`config.mk`:
```
export PLATFORM = sky130hd
export DESIGN_NAME = acc_top
export DESIGN_NICKNAME = d
export VERILOG_FILES = /design/src/include/acc_pkg.sv /design/src/include/acc_core_if.sv /design/src/rtl/acc_core_seq.sv /design/src/rtl/acc_top.sv
export SDC_FILE = /design/constraint.sdc
export NUM_CORES = 1
export LEC_CHECK = 0
export BUFFER_PORTS_ARGS = -buffer_cell sky130_fd_sc_hd__buf_2
export CAP_MARGIN = 30
export CORE_MARGIN = 2
export CORE_UTILIZATION = 60
export CTS_BUF_LIST = sky130_fd_sc_hd__clkbuf_16
export DETAILED_ROUTE_END_ITERATION = 16
export HOLD_SLACK_MARGIN = 0.03
export PLACE_DENSITY_LB_ADDON = 0.3
export SLEW_MARGIN = 25
export SYNTH_ARGS = -nofsm -noshare
export SYNTH_HDL_FRONTEND = slang
export SYNTH_SLANG_ARGS = --single-unit
```
`constraint.sdc`:
```
create_clock -name pclk -period 5.4 [get_ports pclk]
set_input_delay 0.54 -clock pclk [delete_from_list [all_inputs] [get_ports pclk]]
set_output_delay 0.54 -clock pclk [all_outputs]
set_load 0.005 [all_outputs]
```
`src/include/acc_pkg.sv`:
```
/*
 * Shared constants for the converter core control block: register map,
 * field layouts, reset values, trigger codes and core timing.
 * Assumes a 32-bit APB master and word-aligned register accesses.
 */
package acc_pkg;
	// Sizes
	localparam int NUM_CORES  = 2;
	localparam int NUM_INPUTS = 21;
	localparam int NUM_TRIG   = 20;
	localparam int NUM_TREGS  = 10;
	localparam int NUM_EXT    = 32;

	// Register byte offsets
	localparam logic [11:0] OFS_CORE0   = 12'h000;
	localparam logic [11:0] OFS_CORE1   = 12'h004;
	localparam logic [11:0] OFS_ESTAT_L = 12'h008;
	localparam logic [11:0] OFS_ESTAT_H = 12'h00c;
	localparam logic [11:0] OFS_TRIG0   = 12'h010;
	localparam logic [11:0] OFS_SWTRIG  = 12'h038;

	// Core control field layout
	localparam int LEAD_LSB = 10;
	localparam int LEAD_MSB = 12;
	localparam int RES_LSB  = 8;
	localparam int RES_MSB  = 9;
	localparam int DIV_LSB  = 0;
	localparam int DIV_MSB  = 6;
	localparam logic [15:0] CORE_MASK  = 16'h1f7f;
	localparam logic [15:0] ESTATH_MASK = 16'h001f;
	localparam logic [15:0] TRIG_MASK  = 16'h1f1f;
	localparam int TRIG_HI_LSB = 8;
	localparam int TRIG_LO_LSB = 0;

	// Software trigger register bits
	localparam int SW_COMMON_BIT = 0;
	localparam int SW_LEVEL_BIT  = 1;

	// Reset values
	localparam logic [15:0] CORE_RST  = 16'h0000;
	localparam logic [4:0]  TRIG_RST  = 5'h00;

	// Trigger source codes
	localparam logic [4:0] TSRC_NONE   = 5'h00;
	localparam logic [4:0] TSRC_COMMON = 5'h01;
	localparam logic [4:0] TSRC_LEVEL  = 5'h02;
	localparam logic [4:0] TSRC_PIN    = 5'h1f;

	// Resolution codes and result widths
	localparam logic [1:0] RES_12 = 2'h3;
	localparam logic [1:0] RES_10 = 2'h2;
	localparam logic [1:0] RES_8  = 2'h1;
	localparam logic [1:0] RES_6  = 2'h0;
	localparam logic [4:0] BITS_12 = 5'h0c;
	localparam logic [4:0] BITS_10 = 5'h0a;
	localparam logic [4:0] BITS_8  = 5'h08;
	localparam logic [4:0] BITS_6  = 5'h06;

	// Core periods spent on sampling and transfer beyond the bit cycles
	localparam logic [4:0] CONV_OVERHEAD = 5'h02;
	// Divider codes at or below this give the minimum half period
	localparam logic [6:0] DIV_MIN = 7'h01;

	// Core sequencer states, Gray along idle -> convert
	typedef enum logic [1:0] {
		ACC_IDLE = 2'b00,
		ACC_CONV = 2'b01
	} acc_state_t;
endpackage

```
`src/include/acc_core_if.sv`:
```
/*
 * Carrier between the control top and one dedicated core sequencer.
 * Assumes both ends share pclk.
 */
`timescale 1ns/1ns
interface acc_core_if;
	logic [2:0] lead;
	logic [1:0] res;
	logic [6:0] div;
	logic       start;
	logic       core_clk;
	logic       early;
	logic       ready;
	logic       busy;

	modport ctrl (output lead, output res, output div, output start,
		input core_clk, input early, input ready, input busy);
	modport core (input lead, input res, input div, input start,
		output core_clk, output early, output ready, output busy);
endinterface

```
`src/rtl/acc_core_seq.sv`:
```
/*
 * One dedicated core sequencer: core clock divider, conversion length
 * by resolution, early event ahead of data ready.
 * Assumes start is a same-clock pulse; starts while busy are ignored.
 */
`timescale 1ns/1ns
module acc_core_seq (
	// Clock and reset
	input  wire logic   pclk,
	input  wire logic   presetn,
	// Control side
	acc_core_if.core    cif
);
	import acc_pkg::*;

	logic [6:0]  half_q, half_d;
	logic        clk_q, clk_d;
	logic [4:0]  rem_q, rem_d;
	acc_state_t  st_q, st_d;
	logic        early_q, early_d;
	logic        ready_q, ready_d;
	logic [6:0]  half_len;
	logic        period_end;
	logic [4:0]  conv_len;

	// Codes 0 and 1 both give a two-period core clock
	assign half_len   = (cif.div <= DIV_MIN) ? DIV_MIN : cif.div; // RULE3
	assign period_end = (half_q == half_len - 7'h01) && clk_q;

	// Result width sets how many core periods a conversion takes
	always_comb begin
		case (cif.res) // RULE2
			RES_12:  conv_len = BITS_12 + CONV_OVERHEAD;
			RES_10:  conv_len = BITS_10 + CONV_OVERHEAD;
			RES_8:   conv_len = BITS_8 + CONV_OVERHEAD;
			default: conv_len = BITS_6 + CONV_OVERHEAD;
		endcase
	end

	// Divider, sequencer and event next values
	always_comb begin
		half_d  = half_q;
		clk_d   = clk_q;
		rem_d   = rem_q;
		st_d    = st_q;
		early_d = 1'b0;
		ready_d = 1'b0;
		// Core clock toggles every half_len source clocks
		if (half_q >= half_len - 7'h01) begin // RULE3
			half_d = 7'h00;
			clk_d  = ~clk_q;
		end else begin
			half_d = half_q + 7'h01;
		end
		case (st_q)
			ACC_IDLE: begin
				if (cif.start) begin
					rem_d = conv_len;
					st_d  = ACC_CONV;
				end
			end
			ACC_CONV: begin
				if (period_end) begin
					rem_d = rem_q - 5'h01;
					// Lead code n fires n+1 core periods before data ready
					if (rem_q - 5'h01 == {2'h0, cif.lead} + 5'h01)
						early_d = 1'b1; // RULE1
					if (rem_q == 5'h01) begin
						ready_d = 1'b1;
						st_d    = ACC_IDLE;
					end
				end
			end
			default: st_d = ACC_IDLE;
		endcase
	end

	// Registers
	always_ff @(posedge pclk or negedge presetn) begin
		if (!presetn) begin
			half_q  <= 7'h00;
			clk_q   <= 1'b0;
			rem_q   <= 5'h00;
			st_q    <= ACC_IDLE;
			early_q <= 1'b0;
			ready_q <= 1'b0;
		end else begin
			half_q  <= half_d;
			clk_q   <= clk_d;
			rem_q   <= rem_d;
			st_q    <= st_d;
			early_q <= early_d;
			ready_q <= ready_d;
		end
	end

	assign cif.core_clk = clk_q;
	assign cif.early    = early_q;
	assign cif.ready    = ready_q;
	assign cif.busy     = (st_q == ACC_CONV);
endmodule // acc_core_seq

```
`src/rtl/acc_top.sv`:
```
/*
 * Converter core control: per-core clock, resolution and early event
 * lead, early event flags per input, trigger source selection for inputs 0 to 19,
 * all behind an APB slave with one wait state.
 * Assumes ext_trig and ext_early come from other clock domains and are
 * synchronised here; buf_rd comes from logic on pclk.
 */
// Overview of operation
// RULE1 - Each core raises its early event a chosen 1 to 8 core periods before data ready.
// RULE2 - A 2-bit field picks 12, 10, 8 or 6-bit results per core.
// RULE3 - A core period is twice the divider code in source clocks, codes 0 and 1 giving two.
// RULE4 - Software keeps lead codes 100 to 111 away from 6-bit resolution.
// RULE5 - Software keeps lead codes 110 and 111 away from 8-bit resolution.
// RULE6 - Twenty-one early flags, split over a low and a high status register, record events.
// RULE7 - Reading an input's result buffer clears that input's early flag.
// RULE8 - Each trigger register holds two 5-bit selections, odd input high and even low.
// RULE9 - Trigger code 0 is none, 1 common software, 2 level software, 31 the pin input.
// RULE10 - Unimplemented bits of these registers read as zero.
`timescale 1ns/1ns
module acc_top (
	// Clock and reset
	input  wire logic                            pclk,
	input  wire logic                            presetn,
	// APB slave
	input  wire logic                            psel,
	input  wire logic                            penable,
	input  wire logic                            pwrite,
	input  wire logic [11:0]                     paddr,
	input  wire logic [31:0]                     pwdata,
	output logic      [31:0]                     prdata,
	output logic                                 pready,
	output logic                                 pslverr,
	// Trigger and early event sources
	input  wire logic [acc_pkg::NUM_EXT-1:0]     ext_trig,
	input  wire logic [acc_pkg::NUM_INPUTS-1:0]  ext_early,
	input  wire logic [acc_pkg::NUM_INPUTS-1:0]  buf_rd,
	// Converter side
	output logic [acc_pkg::NUM_TRIG-1:0]         trig_req,
	output logic [acc_pkg::NUM_CORES-1:0]        core_clk,
	output logic [acc_pkg::NUM_CORES-1:0]        core_early,
	output logic [acc_pkg::NUM_CORES-1:0]        core_ready,
	output logic [acc_pkg::NUM_CORES-1:0]        core_busy
);
	import acc_pkg::*;

	logic [15:0]            ctrl_q [NUM_CORES];
	logic [15:0]            ctrl_d [NUM_CORES];
	logic [4:0]             tsel_q [NUM_TRIG];
	logic [4:0]             tsel_d [NUM_TRIG];
	logic [NUM_INPUTS-1:0]  flag_q, flag_d;
	logic                   level_q, level_d;
	logic                   common_q, common_d;
	logic [31:0]            prdata_q, prdata_d;
	logic                   pready_q, pready_d;
	logic                   perr_q, perr_d;
	logic [NUM_EXT-1:0]     xt_s1_q, xt_s2_q, xt_s3_q;
	logic [NUM_INPUTS-1:0]  xe_s1_q, xe_s2_q, xe_s3_q;
	logic [NUM_TRIG-1:0]    treq_q, treq_d;
	logic [NUM_CORES-1:0]   cclk_q, cearly_q, cready_q, cbusy_q;
	logic [NUM_EXT-1:0]     xt_evt;
	logic [NUM_INPUTS-1:0]  early_set;
	logic                   acc_cyc;
	logic                   addr_hit;
	logic                   wr_en;
	logic                   rd_en;

	acc_core_if cif [NUM_CORES] ();

	// Trigger register index of an address, or NUM_TREGS when outside
	function automatic logic [3:0] trig_idx(input logic [11:0] a);
		logic [11:0] rel;
		rel = a - OFS_TRIG0;
		if (a >= OFS_TRIG0 && rel[11:2] < 10'(NUM_TREGS) && rel[1:0] == 2'h0)
			trig_idx = rel[5:2];
		else
			trig_idx = 4'(NUM_TREGS);
	endfunction

	// Does the selected source fire this cycle
	function automatic logic trig_hit(input logic [4:0] code, input logic [NUM_EXT-1:0] evt,
		input logic com, input logic lvl);
		if (code == TSRC_NONE)
			trig_hit = 1'b0; // RULE9
		else if (code == TSRC_COMMON)
			trig_hit = com; // RULE9
		else if (code == TSRC_LEVEL)
			trig_hit = lvl; // RULE9
		else
			trig_hit = evt[code]; // RULE9
	endfunction

	// Access phase is answered one cycle after it opens
	assign acc_cyc  = psel && penable && !pready_q;
	assign addr_hit = paddr == OFS_CORE0 || paddr == OFS_CORE1 || paddr == OFS_ESTAT_L ||
		paddr == OFS_ESTAT_H || paddr == OFS_SWTRIG || trig_idx(paddr) != 4'(NUM_TREGS);
	// Writes land on the edge where the master sees pready, never earlier
	assign wr_en    = psel && penable && pready_q && pwrite && !perr_q;
	assign rd_en    = acc_cyc && !pwrite && addr_hit;

	// Rising edges of synchronised pins; third stage only delays stage two
	assign xt_evt = xt_s2_q & ~xt_s3_q;

	// Early events: dedicated cores own inputs 0 and 1, pins the rest
	always_comb begin
		early_set = xe_s2_q & ~xe_s3_q;
		for (int c = 0; c < NUM_CORES; c++)
			early_set[c] = cearly_q[c];
	end

	// Dedicated core sequencers
	generate
		for (genvar c = 0; c < NUM_CORES; c++) begin : g_core
			assign cif[c].lead  = ctrl_q[c][LEAD_MSB:LEAD_LSB];
			assign cif[c].res   = ctrl_q[c][RES_MSB:RES_LSB];
			assign cif[c].div   = ctrl_q[c][DIV_MSB:DIV_LSB];
			assign cif[c].start = treq_q[c];
			acc_core_seq u_seq (
				.pclk    (pclk),
				.presetn (presetn),
				.cif     (cif[c])
			);
			always_ff @(posedge pclk or negedge presetn) begin
				if (!presetn) begin
					cclk_q[c]   <= 1'b0;
					cearly_q[c] <= 1'b0;
					cready_q[c] <= 1'b0;
					cbusy_q[c]  <= 1'b0;
				end else begin
					cclk_q[c]   <= cif[c].core_clk;
					cearly_q[c] <= cif[c].early;
					cready_q[c] <= cif[c].ready;
					cbusy_q[c]  <= cif[c].busy;
				end
			end
		end
	endgenerate

	// Register file next values and APB answer
	always_comb begin
		logic [3:0] ti;
		ti       = trig_idx(paddr);
		ctrl_d   = ctrl_q;
		tsel_d   = tsel_q;
		level_d  = level_q;
		common_d = 1'b0;
		flag_d   = flag_q;
		prdata_d = prdata_q;
		pready_d = acc_cyc;
		// Unmapped places answer with an error and are never written
		perr_d   = acc_cyc && !addr_hit;
		// Writes, masked so unimplemented bits stay zero
		if (wr_en) begin
			if (paddr == OFS_CORE0)
				ctrl_d[0] = pwdata[15:0] & CORE_MASK; // RULE10
			else if (paddr == OFS_CORE1)
				ctrl_d[1] = pwdata[15:0] & CORE_MASK; // RULE10
			else if (paddr == OFS_ESTAT_L)
				flag_d[15:0] = pwdata[15:0];
			else if (paddr == OFS_ESTAT_H)
				flag_d[20:16] = pwdata[4:0];
			else if (paddr == OFS_SWTRIG) begin
				common_d = pwdata[SW_COMMON_BIT];
				level_d  = pwdata[SW_LEVEL_BIT];
			end else begin
				tsel_d[2*ti]   = pwdata[TRIG_LO_LSB +: 5]; // RULE8
				tsel_d[2*ti+1] = pwdata[TRIG_HI_LSB +: 5]; // RULE8
			end
		end
		// Result buffer reads clear flags
		flag_d = flag_d & ~buf_rd; // RULE7
		// A new event wins over a clear in the same cycle
		flag_d = flag_d | early_set; // RULE6
		// Reads
		if (rd_en) begin
			if (paddr == OFS_CORE0)
				prdata_d = {16'h0000, ctrl_q[0]};
			else if (paddr == OFS_CORE1)
				prdata_d = {16'h0000, ctrl_q[1]};
			else if (paddr == OFS_ESTAT_L)
				prdata_d = {16'h0000, flag_q[15:0]}; // RULE6
			else if (paddr == OFS_ESTAT_H)
				prdata_d = {16'h0000, {11'h000, flag_q[20:16]} & ESTATH_MASK}; // RULE10
			else if (paddr == OFS_SWTRIG)
				prdata_d = {30'h00000000, level_q, 1'b0};
			else
				prdata_d = {19'h00000, tsel_q[2*ti+1], 3'h0, tsel_q[2*ti]}; // RULE10
		end else if (acc_cyc) begin
			prdata_d = 32'h00000000;
		end
		// Trigger requests per input
		for (int i = 0; i < NUM_TRIG; i++)
			treq_d[i] = trig_hit(tsel_q[i], xt_evt, common_q, level_q); // RULE9
	end

	// Registers
	always_ff @(posedge pclk or negedge presetn) begin
		if (!presetn) begin
			for (int c = 0; c < NUM_CORES; c++)
				ctrl_q[c] <= CORE_RST;
			for (int i = 0; i < NUM_TRIG; i++)
				tsel_q[i] <= TRIG_RST;
			flag_q   <= '0;
			level_q  <= 1'b0;
			common_q <= 1'b0;
			prdata_q <= 32'h00000000;
			pready_q <= 1'b0;
			perr_q   <= 1'b0;
			treq_q   <= '0;
			xt_s1_q  <= '0;
			xt_s2_q  <= '0;
			xt_s3_q  <= '0;
			xe_s1_q  <= '0;
			xe_s2_q  <= '0;
			xe_s3_q  <= '0;
		end else begin
			ctrl_q   <= ctrl_d;
			tsel_q   <= tsel_d;
			flag_q   <= flag_d;
			level_q  <= level_d;
			common_q <= common_d;
			prdata_q <= prdata_d;
			pready_q <= pready_d;
			perr_q   <= perr_d;
			treq_q   <= treq_d;
			xt_s1_q  <= ext_trig;
			xt_s2_q  <= xt_s1_q;
			xt_s3_q  <= xt_s2_q;
			xe_s1_q  <= ext_early;
			xe_s2_q  <= xe_s1_q;
			xe_s3_q  <= xe_s2_q;
		end
	end

	assign prdata     = prdata_q;
	assign pready     = pready_q;
	assign pslverr    = perr_q;
	assign trig_req   = treq_q;
	assign core_clk   = cclk_q;
	assign core_early = cearly_q;
	assign core_ready = cready_q;
	assign core_busy  = cbusy_q;
endmodule // acc_top

```
---- Word level (Yosys, flattened, before mapping) ----
Cells that the tools add are included.
W data, S select, Z words.
cells by class
  mux-type cells .......................... 164
  bitwise logic cells ..................... 16
  reduce and logical (&&, ||, !) cells .... 58
  add/sub/neg operators ................... 10
  order comparisons ....................... 30
  equality and inequality tests ........... 65
operators by type and width
  operator               number
  $bwmux W100            2
  $lt A5 B6 Y1 const B   20
  $eq A5 B1 Y1 const B   22
  $bmux W1 S5            20
  $eq A5 B2 Y1 const B   20
  $logic_not A5 Y1       20
  $mux W1                98
  $ge A33 B6 Y1 const B  2
  $lt A33 B1 Y1 const B  2
  $mux W16               4
  $mux W32               2
  $mux W21               3
  $mux W5                12
  $bmux W5 S5            2
  $demux W5 S5           2
  $and A21 B21 Y21       2
  $not A21 Y21           2
  $not A5 Y33            1
  $not A6 Y33            1
  $and A32 B32 Y32       1
  $not A32 Y32           1
  $mux W7                4
  $mux W13               2
  $eq A12 B4 Y1 const B  2
  35 further kinds       96
word-level totals
  word-level logic and storage cells ...... 398
  register bits ........................... 402
  input port bits ......................... 123

---- Longest topological paths before layout ----
Gate-level depths: netlist (run 1).
  depth in word-level cells ............... 16
  mapped depth ............................ 14
  gate-level depth less buffers ........... 12

---- Hierarchy ----
A second synthesis (run 1) with hierarchy kept.
second synthesis, totals
  cell total of the unflattened synthesis .. 1530
  area total of the unflattened synthesis .. 20215.6 µm²
modules (own cells, without submodules)
  module                           seq. area each (µm²)  area an instance (µm²)  cells an instance  times used
  acc_top                          8583.2                17968.5                 1293               1
  acc_core_seq at g_core[1].u_seq  400.4                 1127.3                  118                1
  acc_core_seq at g_core[0].u_seq  400.4                 1119.8                  119                1

---- Worst setup path before layout (run 1) ----
OpenSTA, ideal clock, no wires.
  kind .................................... flip-flop to flip-flop
  start ................................... register ctrl_q, in the netlist cif[1].div[2]
  end ..................................... register g_core[1].u_seq.rem_q[4]
  setup time .............................. 0.140 ns
  stages on the path, launching flop included .. 13
  setup slack ............................. 2.393 ns
  data arrival time ....................... 2.867 ns
  path through ............................ dfrtp_1 clkbuf_1 nor3_1 a21oi_1 ha_1 nor3b_1 xnor2_1 ha_1 nand3_1 nor3_1 nand2_1 o311ai_0 o41ai_1
on the way
  cells in the longest elaborated chain, start to end .. 7
ends and longest elaborated chain
  what                                  RTL line            source
  from (decl)                           acc_top.sv:46       logic [15:0] ctrl_q [NUM_CORES];
  from (signal assigned)                acc_top.sv:216      ctrl_q <= ctrl_d;
  $le A7 B1 Y1                          acc_core_seq.sv:27  assign half_len = (cif.div <= DIV_MIN) ? DIV_MIN : cif.div;
  $mux W7 *                             acc_core_seq.sv:27
  $sub A7 B1 Y7 *                       acc_core_seq.sv:28  assign period_end = (half_q == half_len - 7'h01) && clk_q;
  $eq A7 B7 Y1 *                        acc_core_seq.sv:28
  $logic_and A1 B1 Y1 *                 acc_core_seq.sv:28
  $ne A2 B1 Y1 (no source line) *       n/a
  $reduce_and A3 Y1 (no source line) *  n/a
  to (signal assigned)                  acc_core_seq.sv:90  rem_q <= rem_d;
  to (decl)                             acc_core_seq.sv:18  logic [4:0] rem_q, rem_d;
Mark *: on every way between the ends. The rest lies on a longest branch, timed or not.
A chain may end at the register's enable or synchronous reset.

---- Final worst setup path (run 1) ----
  start ................................... register ctrl_q, in the netlist cif[1].div[3]
  end ..................................... register g_core[1].u_seq.rem_q[4]
The elaborated chain is that of the path after synthesis.

==> summary.md, run 1 <==
| Metric | Value |
|---|---|
| Placed Cells | `2075` |
| Post-synthesis sequential area ratio | `46.06%` |
| RSZ-0062 raised after global routing | `no` |
| H-tree depth | `2` |
| Slowest CP cell | `nor3_2` |
| Clk pin slew, worst setup/hold paths | `0.06 ns` |
| Num rows | `67` |
| Global-route wire length before repair | `84.01 mm` |
| Gr usage total | `31.32%` |
| RD Place Congestion | `0.9420` |
| TNS Setup | `0 ns` |
| Post-synth ARST share | `100.0%` |
| Setup CP Type | `flop to flop` |
| Largest cells by area after synthesis | `dfrtp_1 (46%), mux4_2 (17%), mux2_2 (7.0%), mux2i_1 (4.4%), clkbuf_1 (2.2%)` |
| Total Routed Length | `54.91 mm` |
| Final Non-Filler Cells | `2156` |
| Worst skew pair latency | `0.58 ns` |
| Starting DRT DRC Count | `1596` |
| Routed vias | `14570` |
| Max Cap Viol | `0` |
| CP max FO | `10` |
| Sequential cell area | `0.009310 sq mm` |
| Nets | `1832` |
| Multi-input gate area | `0.01014 sq mm` |
| Top-count cell post-synth | `dfrtp_1` |
| Vias/cell | `6.756` |
| CP startpoint kind | `flop` |
| Worst reg2reg setup slack | `2.12 ns` |
| Slew Viols, Final | `0` |
| Core area | `0.03336 sq mm` |
| Initial Util | `60.58%` |
| CP max stage delay | `0.58 ns` |
| Actual slew at the worst max-slew pin | `1.063 ns` |
| Fin. Hold Viols | `0` |
| Post-Synthesis Cell Area | `0.02021 sq mm` |
| Period utilization | `60.81%` |
| Max-slew headroom | `29.11%` |
| Ys Warns | `0` |
| Leakage power | `9.456 nW` |
| Critical Path AT | `3.71 ns` |
| Core Util, Final | `67.25%` |
| Crit path max-delay family | `simple AND/OR/NAND/NOR gates` |
| Initial antenna violation count | `1` |
| CTS tree | `built` |
| Detail Route Antenna Nets | `0` |
| Reg2Reg Depth | `11` |
| Maximum clock rate | `0.3046 GHz` |
| Clk_skew | `0.01726 ns` |
| Levels on crit path | `11` |
| Filler cells | `2416` |
| Hold Startpoint | `ext_trig[17]` |
| Most used cell, CP | `ha_1` |
| Final Setup Violations | `0` |
| CTS Buf Count | `40` |
| Layout cells sized above 1 | `32.69%` |
| Commonest cells post-synth | `dfrtp_1 (372), mux4_2 (154), mux2_2 (126), clkbuf_1 (119), nand2_1 (98)` |
| Area grow syn2layout | `11.01%` |
| IO Port Bufs | `148` |
| Synth Register Bits | `372` |
| Largest net degree at the start of global routing | `135` |
| Pwr dens | `268.3 mW/mm^2` |
| Status | `completed` |
| Mean post-synth cell area | `12.46 sq um` |
| Synth Flop Type | `dfrtp_1` |
| Crit. Startpoint | `cif[1].div[3]` |
| Buffers and inverters on the worst path | `0` |
| Post-DP HPWL | `34.72 mm` |
| Vias in the first global route | `14770` |
| Crit end category | `flop` |
| Synth area leader | `dfrtp_1` |
| TritonCTS Sinks | `372` |
| R2r startpoint | `cif[1].div[3]` |
| Num ports | `185` |
| Wire per inst | `25.47 microns` |
| Yosys top cell area share | `46.06%` |
| RR Endpoint | `g_core[1].u_seq.rem_q[4]` |
| Number of synthesized flops with an enable pin | `0` |
| Syn Inst Count | `1622` |
| Worst vdd ir | `0.2436 mV` |
| CP Data Required Time | `5.82 ns` |
| Crit-path cells | `nor3_1 > a21oi_1 > ha_1 > nor3b_1 > xnor2_1 > ha_1 > nand3_1 > nor3_2 > nand2_1 > o311ai_0 > o41ai_1` |
| Clk Tree Root Cell | `clkbuf_16` |
| Final global-route overflow total | `0` |
| CP endpoint | `g_core[1].u_seq.rem_q[4]` |
| DR DRC count | `0` |
| Die Wd | `187.5 microns` |
| Bufs on Longest Clock Path | `3` |
| Minimum clock period | `3.284 ns` |
| Library cells used by synthesis | `78` |
| Drt first pass iters | `5` |
| Die Height | `187.5 microns` |
| HP Class | `primary input to flop` |
| Die area | `0.03517 sq mm` |
-- registers in the layout, indices dropped and copies added (netlist names), 4 cells and up --
signal	flops
xt_s3_q	30
xe_s1_q	19
xt_s2_q	30
trig_req	20
tsel_q	100
cif.res	4
prdata	16
xe_s2_q	19
g_core.u_seq.half_q	14
xt_s1_q	30
g_core.u_seq.rem_q	10
cif.lead	6
flag_q	21
xe_s3_q	19
cif.div	14
-- where the power goes --
part	total, W	internal (W)	switching (W)	leakage, nW
clock network	0.00258	0.00143	0.00115	0.602
logic	0.000516	0.000199	0.000317	4.06
registers	0.00292	0.00287	0.0000509	4.80
-- how the worst min path moves through the flow --
stage | end | slack [ns] | cells past startpoint
finish | xt_s1_q[17] | 0.06 | 1
global placement | xe_s2_q[8] | 0.33 | 0
CTS | xt_s1_q[17] | 0.04 | 1
global route | xe_s1_q[13] | 0.04 | 1
detailed placement | xe_s2_q[16] | 0.33 | 0
floorplan | cif[0].div[0] | 0.24 | 0
-- what timing repair did --
action                    CTS  global route
hold endpoints to repair    0            27
hold buffers                0             1
gates resized for setup     0             0
buffers inserted            0             0
-- placed cells by master, fill, tap and decap left out, types with 13 or more instances in the layout --
cell,n
clkbuf_16,41
nand2_1,98
mux2_2,126
conb_1,16
o211ai_1,23
nor3_1,17
a211oi_1,22
a21oi_1,58
o21ai_0,60
nand2b_1,17
mux2i_1,89
ha_1,27
and2_1,13
xor2_1,16
mux4_2,154
buf_2,147
inv_1,39
nor2b_1,15
nor2_1,73
nand3_1,23
dfrtp_1,371
xnor2_1,15
o22ai_1,28
-- cell type report --
cell class	count	share of cell area, %
multi-input cells	1057	45.22
flip-flops and latches	372	41.50
repair buffers	175	4.762
clock buffers	41	4.573
well taps	448	2.498
clock inverters	26	0.8421
inverters	36	0.6023
diodes	1	0.01115
-- routing by layer --
| metal | GRT usage, % | vias to the layer above | wire length, microns |
|---|---|---|---|
| met2 | 48.59 | 945 | 25620 |
| li1 | - | 6125 | - |
| met5 | 0 | - | 0 |
| met3 | 8.085 | 203 | 5833 |
| met1 | 41.58 | 7293 | 20840 |
| met4 | 15.32 | 0 | 2620 |
-- metrics by stage --
step	setup WS (ns)	cell area, sq um	hold WS, ns	total power (W)
global route	1.887	22440	0.04463	0.006219
finish	2.116	22440	0.06472	0.006021
CTS	1.740	22240	0.04179	0.006027
global placement	1.754	20990	0.3318	0.003440
floorplan	2.393	20270	0.2444	0.003245
detailed placement	1.780	21020	0.3347	0.003460
-- cells by family after synthesis --
logic type / count (synthesis) / synth area share, %
fa+ha+maj: 27 / 1.671
simple gates: 333 / 8.444
xor+xnor: 31 / 1.343
compound gates: 271 / 8.803
flops: 372 / 46.06
mux: 379 / 29.33
other cells: 1 / 0.01855
buf+inv: 208 / 4.327
(Power assumes the default switching activity.)
==> run 2, diff against run 1 <==
CORE_UTILIZATION = 54   (was 60)
clock period = 2.95 ns   (was 5.4 ns; I/O delays follow)
==> summary.md, run 2 (synthesis gave the netlist of run 1 again) <==
| Metric | Value |
|---|---|
| Status | `completed` |
| Largest register by flop count | `tsel_q` |
| Initial antenna violation count | `1` |
| Critical Path AT | `3.13 ns` |
| Detail Route Antenna Nets | `0` |
| CP endpoint | `g_core[0].u_seq.cif.early` |
| Crit end category | `flop` |
| HP Class | `primary input to flop` |
| Die Height | `197.5 microns` |
| TNS Setup | `0 ns` |
| Clk_skew | `0.03329 ns` |
| Layout cells sized above 1 | `33.01%` |
| Setup CP Type | `flop to flop` |
| Actual slew at the worst max-slew pin | `0.9363 ns` |
| CP max stage delay | `0.45 ns` |
| Max-slew headroom | `37.45%` |
| Max Cap Viol | `0` |
| CTS tree | `built` |
| Die area | `0.03899 sq mm` |
| IO Port Bufs | `148` |
| Commonest non-fill, non-tap cell in the layout | `dfrtp_1` |
| Most used cell, CP | `ha_1` |
| R2r startpoint | `cif[0].div[5]` |
| Drt first pass iters | `5` |
| Final Setup Violations | `0` |
| Crit-path cells | `nor3_2 > a21oi_1 > ha_1 > nor3b_1 > xnor2_1 > ha_1 > nand4_1 > nor2_2 > and3_2 > o2111ai_1 > a221oi_1` |
| CP Data Required Time | `3.41 ns` |
| Bufs on Longest Clock Path | `3` |
| Num ports | `185` |
| Total Routed Length | `57.49 mm` |
| Worst vdd ir | `0.4998 mV` |
| Post-DP HPWL | `37.17 mm` |
| Final global-route overflow total | `0` |
| Minimum clock period | `2.664 ns` |
| Filler cells | `2652` |
| Clk Tree Root Cell | `clkbuf_16` |
| CP max FO | `8` |
| RD Place Congestion | `0.9055` |
| Core area | `0.03670 sq mm` |
| Pwr dens | `494.5 mW/mm^2` |
| Period utilization | `90.30%` |
| Vias in the first global route | `15160` |
| Routed vias | `14990` |
| Worst skew pair latency | `0.60 ns` |
| Placed Cells | `2161` |
| Vias/cell | `6.499` |
| RR Endpoint | `g_core[0].u_seq.cif.early` |
| Initial Util | `55.07%` |
| Fin. Hold Viols | `0` |
| Area grow syn2layout | `17.33%` |
| Num rows | `70` |
| RSZ-0062 raised after global routing | `no` |
| Core Util, Final | `64.62%` |
| H-tree depth | `2` |
| Leakage power | `10.10 nW` |
| Worst Hold Slack | `0.05950 ns` |
| Worst reg2reg setup slack | `0.29 ns` |
| DR DRC count | `0` |
| Global-route wire length before repair | `89.05 mm` |
| Crit. Startpoint | `cif[0].div[5]` |
| Reg2Reg Depth | `11` |
| Final Non-Filler Cells | `2307` |
| Clk pin slew, worst setup/hold paths | `0.06 ns` |
| Wire per inst | `24.92 microns` |
| Gr usage total | `30.32%` |
| Starting DRT DRC Count | `1626` |
| CTS Buf Count | `40` |
| Most frequent cells in the layout | `dfrtp_1 (371), mux4_2 (154), buf_2 (147), mux2_2 (126), nand2_1 (98)` |
| Largest net degree at the start of global routing | `74` |
| Slew Viols, Final | `0` |
| Die Wd | `197.5 microns` |
| Max FFs per register | `100` |
| TritonCTS Sinks | `372` |
| Maximum clock rate | `0.3754 GHz` |
| Slowest CP cell | `dfrtp_1` |
| Nets | `1959` |
| CP startpoint kind | `flop` |
| # diodes | `0` |
-- run 2: metal layers --
metal,vias to the layer above,GRT usage (%),routed length [microns]
li1,6396,-,-
met1,7487,40.48,21750
met2,923,47.34,26910
met3,187,7.256,6134
met4,0,14.06,2699
met5,-,0,0
-- run 2: critical path, delay by kind of cell (launching register included) --
family	cells	cell delay, ns
xor gates and xnor gates	1	0.10
DFF	1	0.45
and+or+nand+nor	5	0.89
AOI/OAI and AO/OA	3	0.58
adders and majority gates	2	0.54
-- run 2: layout make-up --
type                    instances  area, sq um  area share (%)
multi-input cells            1057        10120           42.69
flip-flops and latches        372         9310           39.26
repair buffers                302         2155           9.086
clock buffers                  40         1001           4.221
well taps                     468        585.6           2.469
clock inverters                32        402.9           1.699
inverters                      36        135.1          0.5699
-- run 2: power by group --
group / switching (W) / leakage [nW] / internal, W
Combinational: 0.000610 / 4.60 / 0.000439
Sequential: 0.0000932 / 4.80 / 0.00526
Clock: 0.00219 / 0.702 / 0.00314
Total: 0.00289 / 10.1 / 0.00884
-- run 2: stage by stage --
step | worst slack [ns] | area [sq um] | total power, W
6_report | 0.2862 | 23710 | 0.01173
5_1_grt | 0.02636 | 23710 | 0.01213
4_1_cts | 0.04953 | 23690 | 0.01180
3_5_place_dp | 0.04010 | 21540 | 0.006389
3_3_place_gp | 0.09306 | 21540 | 0.006354
2_1_floorplan | 0.09817 | 20270 | 0.005940
-- run 2: repair_timing --
item                                    in CTS  in global routing
buffers inserted                             0                  0
hold buffers                                74                  0
endpoints found under the setup margin       0                 13
resized for setup                            0                  8
endpoints found under the hold margin      139                  0
-- run 2: worst min-delay path by stage --
stage	startpoint	to	slack [ns]	cells after the start
final	pwdata[13]	flag_q[13]	0.06	3
after global routing	pwdata[13]	flag_q[13]	0.06	3
after CTS	pwdata[13]	flag_q[13]	0.04	3
after detailed placement	presetn	trig_req[7]	0.32	1
after global placement	presetn	trig_req[7]	0.31	1
after floorplan	presetn	cif[0].div[0]	-0.0006	0
